$ cat src/logic/tpc_params.svh
// Register offsets, field positions, reset values and timing counts.
`ifndef TPC_PARAMS_SVH
`define TPC_PARAMS_SVH
`define TPC_ADDR_W 8
`define TPC_OFF_CTRL 8'h00
`define TPC_OFF_LCTRL 8'h04
`define TPC_OFF_PERIOD 8'h08
`define TPC_OFF_WIDTH 8'h0C
`define TPC_OFF_STATUS 8'h10
`define TPC_OFF_MASK 8'h14
`define TPC_OFF_COUNT 8'h18
`define TPC_OFF_DIV 8'h1C
`define TPC_BIT_PRESET 7
`define TPC_BIT_RUN 3
`define TPC_MODE_LSB 0
`define TPC_BIT_MATCH 0
`define TPC_RST_CTRL 5'h00
`define TPC_RST_PERIOD 16'hFFFF
`define TPC_RST_WIDTH 16'h0000
`define TPC_RST_DIV 16'h0000
`define TPC_CLK_MHZ 250
`define TPC_CLK_PERIOD_NS 4
`define TPC_WARM_LOW_MIN 16'h0100
`define TPC_WARM_HIGH_MAX 16'hFF00
`endif

$ cat src/logic/tpc_pkg.sv
// Types shared by the cascaded pulse and warm-up timer.
package tpc_pkg;
    typedef enum logic [2:0] {
        TPC_MODE_OFF = 3'b000,
        TPC_MODE_WARM = 3'b101,
        TPC_MODE_PULSE = 3'b111
    } tpc_mode_e;

    // Upper timer control fields as software sees them.
    typedef struct packed {
        logic preset;
        logic run;
        logic [2:0] mode;
    } tpc_ctrl_s;

    // APB request bundle from the master.
    typedef struct packed {
        logic psel;
        logic penable;
        logic pwrite;
        logic [7:0] paddr;
        logic [31:0] pwdata;
    } tpc_apb_req_s;
endpackage

$ cat src/logic/tpc_prescale.sv
// Source clock divider that turns clk_in into a one-cycle count enable.
`timescale 1ns/1ps
`default_nettype none
module tpc_prescale #(
    parameter int W = 16
) (
    input wire logic clk_in,
    input wire logic resetn_in,
    input wire logic run_in,
    input wire logic [W-1:0] div_in,
    output logic tick_out
);
    logic [W-1:0] cnt;
    wire wrap = (cnt >= div_in);

    // A stopped timer restarts its divider so the first tick is a full one.
    always_ff @(posedge clk_in) begin
        if (!resetn_in || !run_in) begin
            cnt <= '0;
            tick_out <= 1'b0;
        end else begin
            cnt <= wrap ? '0 : cnt + 1'b1;
            tick_out <= wrap;
        end
    end
endmodule
`default_nettype wire

$ cat src/logic/tpc_timer.sv
// Cascaded 16-bit pulse generator and warm-up counter with APB registers.
`timescale 1ns/1ps
`default_nettype none
`include "tpc_params.svh"
module tpc_timer #(
    parameter int CW = 16,
    parameter int DW = 16
) (
    input wire logic clk_in,
    input wire logic resetn_in,
    input wire tpc_pkg::tpc_apb_req_s apb_in,
    output logic [31:0] prdata_out,
    output logic pready_out,
    output logic pslverr_out,
    output logic pulse_out_pin_out,
    output logic period_match_irq_out,
    output logic irq_out
);
    import tpc_pkg::*;

    tpc_ctrl_s ctrl;
    logic lower_flop_preset;
    logic [CW-1:0] period;
    logic [CW-1:0] width;
    logic [DW-1:0] div;
    logic status;
    logic mask;
    logic [CW-1:0] count;
    logic output_toggle_flop;
    logic tick;

    // Register decode of the APB access phase.
    wire acc = apb_in.psel && apb_in.penable;
    wire take = acc && pready_out;
    wire wr = take && apb_in.pwrite;
    wire [7:0] addr = apb_in.paddr;
    wire [31:0] wd = apb_in.pwdata;
    wire hit_ctrl = (addr == `TPC_OFF_CTRL);
    wire hit_lctrl = (addr == `TPC_OFF_LCTRL);
    wire hit_period = (addr == `TPC_OFF_PERIOD);
    wire hit_width = (addr == `TPC_OFF_WIDTH);
    wire hit_status = (addr == `TPC_OFF_STATUS);
    wire hit_mask = (addr == `TPC_OFF_MASK);
    wire hit_count = (addr == `TPC_OFF_COUNT);
    wire hit_div = (addr == `TPC_OFF_DIV);
    wire mapped = hit_ctrl | hit_lctrl | hit_period | hit_width |
                  hit_status | hit_mask | hit_count | hit_div;
    wire wr_ctrl = wr && hit_ctrl;
    wire new_run = wd[`TPC_BIT_RUN];
    wire new_preset = wd[`TPC_BIT_PRESET];

    // Mode decode and compare against the live registers.
    wire is_pulse = (ctrl.mode == TPC_MODE_PULSE);
    wire is_warm = (ctrl.mode == TPC_MODE_WARM);
    wire active = ctrl.run && (is_pulse || is_warm);
    wire step = active && tick;
    // Matches look at the value the count steps to, so a setting of N
    // spans N source ticks and the cleared state adds no extra tick.
    wire [CW-1:0] count_up = count + 1'b1;
    wire [CW-1:0] warm_target = {period[CW-1:8], 8'h00};
    wire width_hit = is_pulse && (count_up == width);
    wire pulse_period_hit = is_pulse && (count_up == period);
    wire warm_hit = is_warm && (count_up == warm_target);
    wire period_hit = step && (pulse_period_hit || warm_hit);
    wire flop_flip = step && is_pulse && (width_hit || pulse_period_hit);
    wire start = wr_ctrl && !ctrl.run && new_run;
    // Preset loads only from a write issued while already stopped, so the
    // write that stops the timer never disturbs the held pin level.
    wire preset_load = wr_ctrl && !ctrl.run;

    logic [CW-1:0] next_count;
    logic next_flop;
    logic next_status;
    logic [31:0] next_rdata;

    // Counter: cleared on start and on a period match, frozen when stopped.
    always_comb begin
        next_count = count;
        if (start) begin
            next_count = '0;
        end else if (period_hit) begin
            next_count = '0;
        end else if (step) begin
            next_count = count_up;
        end
    end

    // Output flop: software preset when stopped, toggles on pulse-mode matches.
    // Width and period matches are ORed, so a width equal to period toggles once.
    always_comb begin
        next_flop = output_toggle_flop;
        if (preset_load) begin
            next_flop = new_preset;
        end else if (flop_flip) begin
            next_flop = !output_toggle_flop;
        end
    end

    // Sticky match flag; a new match beats a clear in the same cycle.
    always_comb begin
        next_status = status;
        if (wr && hit_status && wd[`TPC_BIT_MATCH]) begin
            next_status = 1'b0;
        end
        if (period_hit) begin
            next_status = 1'b1;
        end
    end

    // Read data mux; unmapped addresses read as zero.
    always_comb begin
        next_rdata = 32'h0000_0000;
        case (1'b1)
            hit_ctrl: next_rdata = {24'h0, ctrl.preset, 3'b000, ctrl.run,
                                    ctrl.mode};
            hit_lctrl: next_rdata = {24'h0, lower_flop_preset, 7'h00};
            hit_period: next_rdata = {16'h0, period};
            hit_width: next_rdata = {16'h0, width};
            hit_status: next_rdata = {31'h0, status};
            hit_mask: next_rdata = {31'h0, mask};
            hit_count: next_rdata = {16'h0, count};
            hit_div: next_rdata = {16'h0, div};
            default: next_rdata = 32'h0000_0000;
        endcase
    end

    // APB answer: one wait state, so read data comes straight from a flop.
    always_ff @(posedge clk_in) begin
        if (!resetn_in) begin
            pready_out <= 1'b0;
            pslverr_out <= 1'b0;
            prdata_out <= 32'h0000_0000;
        end else begin
            pready_out <= acc && !pready_out;
            pslverr_out <= acc && !pready_out && !mapped;
            prdata_out <= next_rdata;
        end
    end

    // Software-visible configuration registers.
    always_ff @(posedge clk_in) begin
        if (!resetn_in) begin
            ctrl <= `TPC_RST_CTRL;
            lower_flop_preset <= 1'b0;
            period <= `TPC_RST_PERIOD;
            width <= `TPC_RST_WIDTH;
            div <= `TPC_RST_DIV;
            mask <= 1'b0;
        end else if (wr) begin
            if (hit_ctrl) begin
                ctrl <= {new_preset, new_run, wd[2:0]};
            end
            if (hit_lctrl) begin
                lower_flop_preset <= wd[`TPC_BIT_PRESET];
            end
            if (hit_period) begin
                period <= wd[CW-1:0];
            end
            if (hit_width) begin
                width <= wd[CW-1:0];
            end
            if (hit_div) begin
                div <= wd[DW-1:0];
            end
            if (hit_mask) begin
                mask <= wd[`TPC_BIT_MATCH];
            end
        end
    end

    // Timer state and registered outputs.
    always_ff @(posedge clk_in) begin
        if (!resetn_in) begin
            count <= '0;
            status <= 1'b0;
            output_toggle_flop <= 1'b0;
            pulse_out_pin_out <= 1'b1;
            period_match_irq_out <= 1'b0;
            irq_out <= 1'b0;
        end else begin
            count <= next_count;
            status <= next_status;
            output_toggle_flop <= next_flop;
            pulse_out_pin_out <= !next_flop;
            period_match_irq_out <= period_hit;
            irq_out <= status && mask;
        end
    end

    // Source clock; its ratio sets the warm-up times for each oscillator.
    tpc_prescale #(
        .W(DW)
    ) u_prescale (
        .clk_in(clk_in),
        .resetn_in(resetn_in),
        .run_in(active),
        .div_in(div),
        .tick_out(tick)
    );
endmodule
`default_nettype wire

$ cat config.mk
export PLATFORM = sky130hd
export DESIGN_NAME = tpc_timer
export DESIGN_NICKNAME = d
export VERILOG_FILES = /design/src/logic/tpc_pkg.sv /design/src/logic/tpc_prescale.sv /design/src/logic/tpc_timer.sv
export VERILOG_INCLUDE_DIRS = /design/src /design/src/logic
export SDC_FILE = /design/constraint.sdc
export NUM_CORES = 1
export LEC_CHECK = 0
export BUFFER_PORTS_ARGS = -buffer_cell sky130_fd_sc_hd__buf_2
export CAP_MARGIN = 15
export CORE_MARGIN = 8
export CORE_UTILIZATION = 58
export CTS_CLUSTER_SIZE = 10
export DETAILED_ROUTE_END_ITERATION = 16
export PLACE_DENSITY = 0.77
export SYNTH_ARGS = -nofsm -noshare
export SYNTH_HDL_FRONTEND = slang
export SYNTH_SLANG_ARGS = --single-unit
$ cat constraint.sdc
create_clock -name clk_in -period 3 [get_ports clk_in]
set_input_delay 0.15 -clock clk_in [delete_from_list [all_inputs] [get_ports clk_in]]
set_output_delay 0.15 -clock clk_in [all_outputs]
set_load 0.05 [all_outputs]
Yosys cells after proc, flatten, opt, wreduce, memory -nomap -nowiden
Index checks and enable logic that the tools add are counted.

Logic and storage cells: 98. Output and inout port bits: 37. Flip-flop bits (word level): 127.

$add $sub $neg: 2. Order comparisons: 1. Bitwise gates (word level): 8. Eq/ne operators: 12. Muxes and demuxes: 12. Reduce and logical (&&, ||, !) cells: 42.

Operator list (count): $mux W16 (6); $eq A16 B16 Y1 (3); $add A16 B1 Y16 const B (2); $eq A8 B5 Y1 const B (4); $logic_and A1 B1 Y1 (19); $eq A8 B4 Y1 const B (2); $ge A16 B16 Y1 (1); $mux W8 (2); $reduce_and A2 Y1 (6); $eq A8 B3 Y1 const B (1); $logic_not A8 Y1 (1); $reduce_or A8 Y1 (1); $logic_not A1 Y1 (7); $or A1 B1 Y1 (7); $eq A3 B3 Y1 const B (2); $reduce_or A3 Y1 (2); $logic_or A1 B1 Y1 (4); $mux W1 (4); $reduce_bool A2 Y1 (1); $reduce_or A2 Y1 (1); $not A1 Y1 (1).

Longest topological paths before layout
Depth in word-level cells: 10. Mapped depth: 11.

Hierarchy
Synthesis repeated with hierarchy kept, for this count alone.

Cells, all modules: 805. Area total of the unflattened synthesis: 6497.5 sq um.

Modules (own cells, without submodules): tpc_timer (instances 1, seq. area each 1881.8 sq um, area each 5246.3 sq um, cells an instance 669); tpc_prescale (instances 1, seq. area each 340.3 sq um, area each 1251.2 sq um, cells an instance 136).

Worst setup path after synthesis
OpenSTA, ideal clock, no wires.

Path kind: reg-to-reg. From: reg u_prescale.cnt[0]. To: reg u_prescale.cnt[10]. Arrival time: 2.375 ns. Stages on the path, launching flop included: 12. Path slack: 0.560 ns. Library setup time: 0.065 ns. Buffers on the path: 1. Cell sequence: dfxtp_1 -> inv_1 -> ha_1 -> nand2b_1 -> a21o_1 -> a21o_1 -> a21o_1 -> a21o_1 -> a211o_1 -> a211o_1 -> clkbuf_1 -> nor2_1.

Cells in the longest elaborated chain, start to end: 2. Elaborated cells between the ends (all ways): 3.

Ends and longest elaborated chain: start, declared (line tpc_prescale.sv:13) `logic [W-1:0] cnt;`; start signal, assigned (line tpc_prescale.sv:22) `cnt <= wrap ? '0 : cnt + 1'b1;`; $ge A16 B16 Y1 (line tpc_prescale.sv:14) `wire wrap = (cnt >= div_in);`; $reduce_or A2 Y1 (no line).

Several ways; a longest one is shown, not always the timed one. A chain may end at the register's enable or synchronous reset.

Worst setup path in the final report
From: reg count[1]. To: reg output_toggle_flop.

Cells in the longest elaborated chain, start to end: 7. Elaborated cells between the ends (all ways): 9.

Ends and longest elaborated chain: start, declared (line tpc_timer.sv:28) `logic [CW-1:0] count;`; start signal, assigned (line tpc_timer.sv:181) `count <= next_count;`; $add A16 B1 Y16 (*) (line tpc_timer.sv:59) `wire [CW-1:0] count_up = count + 1'b1;`; $eq A16 B16 Y1, on equally long branches (line tpc_timer.sv:61, tpc_timer.sv:62); $logic_and A1 B1 Y1, on equally long branches (line tpc_timer.sv:61, tpc_timer.sv:62); $logic_or A1 B1 Y1 (*) (line tpc_timer.sv:65) `wire flop_flip = step && is_pulse && (width_hit || pulse_period_hit);`; $logic_and A1 B1 Y1 (*) (line tpc_timer.sv:65); $mux W1 (*) (line tpc_timer.sv:94) `end else if (flop_flip) begin`; $mux W1 (*) (line tpc_timer.sv:92) `if (preset_load) begin`; end signal, assigned (line tpc_timer.sv:183) `output_toggle_flop <= next_flop;`; end, declared (line tpc_timer.sv:29) `logic output_toggle_flop;`.

Every way passes the cells marked *; elsewhere a longest branch is shown, timed or not.

==> impl_metrics.json <==
{
  "drtIter0Drc": 563,
  "synthTopCellsByArea": "dfxtp_1 (37%), nand2_1 (8.1%), xnor2_1 (6.8%)",
  "combPwrFrac": 0.054,
  "syn2layout_area_growth_pct": 7.27,
  "hold_buffers": 0,
  "start_util": 0.588,
  "rows": 37,
  "synthCells": 730,
  "p_seq_frac": 0.599,
  "grt_overflow": 0,
  "viasPerCell": 5.76,
  "nets": 821,
  "cpPeakStageDelay_ns": 0.53,
  "pwr-share-clk": 0.347,
  "ys_warn_count": 0,
  "swShare": 0.258,
  "drt_wl_total_mm": 14.9,
  "status": "finished clean",
  "route.detailed.drc": 0,
  "hold_slack_ns": 0.0217,
  "grtUsageTotal": 0.217,
  "async_flop_share": 0,
  "first_pass_iters": 5,
  "fmax_ghz": 0.357,
  "multi_input_area_um2": 3370,
  "die_h_um": 117,
  "final_max_slew_viol_count": 0,
  "wl_met2_mm": 7.03,
  "path_delay_family": "simple AND/OR/NAND/NOR gates",
  "wl_met1_mm": 6.24,
  "top_layer": "met4",
  "fin_ws_ns": 0.202,
  "path_max_fanout": 6,
  "internal_power_uw": 1830,
  "route.met3.wl_mm": 1.15,
  "final_cell_mix": "nand2_1 (129), dfxtp_1 (110), nor2_1 (76), buf_2 (49), a21oi_1 (48)",
  "clock_skew_ns": 0.0127,
  "wl_per_cell_um": 16.6,
  "hp-class": "input pin to register",
  "cp-end-kind": "register",
  "ctsResizeCount": 0,
  "seqCellArea_um2": 2220,
  "dp_hpwl_mm": 11.3,
  "cts_sinks": 111,
  "critPathLaunchType": "register",
  "yosys.area.top_type": "dfxtp_1",
  "postSynthAreaPerCell_um2": 8.16,
  "tritoncts": "done",
  "synth_seq_cells": 111,
  "synth_top_area_frac": 0.373,
  "syn_area_um2": 5960,
  "post-place-ws_ns": 0.198,
  "clk_pin_slew_ns": 0.10,
  "yosysSeqAreaShare": 0.373,
  "fin_cells": 899,
  "htreeDepth": 3,
  "portBuffers": 49,
  "finalPower_uw": 2470,
  "fill_cells": 882,
  "postRouteAntennaNets": 0,
  "cts_setup_buffers": 0,
  "synth.distinct_cells": 55,
  "synth_edf_count": 0,
  "netSwitchingPower_uw": 636,
  "finalSetupViolCount": 0,
  "layout_commonest_cell": "nand2_1",
  "clockBufferDepth": 2,
  "required_ns": 3.28,
  "path_class": "register to register",
  "synthFlopType": "dfxtp_1",
  "fin_crit_sh": 0.933,
  "slowest_stage": "or4_1",
  "relSlewSlack": 0.560,
  "grt_start_max_net_pins": 34,
  "io_pins": 82,
  "power.leakage_uw": 0.00248,
  "place.gp.congestion": 0.901,
  "via_count": 5175,
  "tightest_slew_ns": 0.660,
  "antennaDiodeCount": 0,
  "maxCapViolations": 0,
  "crit_path_cell_trace": "ha_1 -> xnor2_1 -> xnor2_1 -> or4_1 -> nor4_1 -> and3_1 -> nor4_1 -> a311o_1",
  "period_minus_slack_ns": 2.80,
  "antenna_found_initial": 0,
  "dp_cells": 883,
  "power.density_nw_per_um2": 386,
  "peakVddDrop_mv": 0.357,
  "cts_root_buf": "clkbuf_8",
  "cts_made_buffers": 9,
  "clkLatencyLatePin_ns": 0.39,
  "grt_pass1_wl_mm": 25.2,
  "die_w_um": 117,
  "critPathBufInv": 0,
  "dieArea_um2": 13800,
  "fin_setup_tns_ns": 0,
  "grt_pass1_vias": 5139,
  "core_um2": 10100,
  "rsz0062_at_grt": "no",
  "drive_above_1_share": 0.125,
  "hold_violations": 0,
  "arrival_ns": 3.08
}
==> cells by family (layout without fill, tap and decap cells) <==
group | Yosys count | in the layout | synth area share
simple gates | 316 | 316 | 0.251
flops | 111 | 111 | 0.373
xor+xnor | 76 | 76 | 0.122
mux | 8 | 8 | 0.0158
fa+ha+maj | 18 | 18 | 0.0378
compound gates | 115 | 115 | 0.127
other cells | 1 | 16 | 0.000630
buf+inv | 85 | 103 | 0.0725
==> Yosys cell counts (11+ instances only) <==
library cell and instances:
xor2_1 25, nand4_1 13, ha_1 18, inv_1 23, dfxtp_1 111, clkbuf_1 23, buf_4 19, a21oi_1 48
and3_1 12, a221oi_1 11, nand3_1 43, a22oi_1 14, nor2_1 76, nand2_1 129, buf_2 14, xnor2_1 46
==> metal layers <==
layer / vias to the layer above / global-route usage
met4: 0 / 0.0933
met2: 224 / 0.352
met5: - / 0
li1: 2506 / -
met1: 2406 / 0.267
met3: 39 / 0.0532
==> power by group through the flow <==
stage               sequential (uW)  combinational (uW)  clock, uW
floorplan                      1520                95.7          0
global placement               1510                 130          0
detailed placement             1510                 131          0
CTS                            1480                 132        867
global route                   1480                 142        929
finish                         1480                 134        855
==> tightest hold or removal path, delay by kind of cell <==
| family | cells | cell delay, ns |
|---|---|---|
| AO/OA/AOI/OAI | 1 | 0.05 |
| buffers and inverters | 1 | 0.12 |
| AND/OR/NAND/NOR | 1 | 0.05 |
==> stage by stage <==
| step | util | area [um^2] |
|---|---|---|
| after floorplan | - | 6010 |
| after global placement | 0.612 | 6200 |
| after detailed placement | 0.612 | 6200 |
| after CTS | 0.629 | 6380 |
| after global routing | 0.630 | 6390 |
| final | 0.630 | 6390 |
==> layout make-up <==
type	count	share of cell area
repair buffers	64	0.0560
multi-input cells	549	0.528
clock inverters	6	0.00646
well taps	136	0.0266
flip-flops and latches	111	0.348
inverters	23	0.0135
clock buffers	10	0.0215
==> final timing paths <==
| path | start | end | slack, ns | cells past startpoint |
|---|---|---|---|---|
| worst max-delay path | count[1] | output_toggle_flop | 0.20 | 8 |
| worst min-delay path | apb_in[5] | width[5] | 0.02 | 3 |
| worst max register to register | count[1] | output_toggle_flop | 0.20 | 8 |
| worst min register to register | pready_out | pready_out | 0.47 | 1 |
==> registers in the layout, summed over array words and instances, names as in the netlist, 5 cells and up <==
signal	flops
period	16
prdata_out	16
width	16
count	16
ctrl	5
u_prescale.cnt	16
div	16
Note: power is estimated with default switching activity, not from simulation.
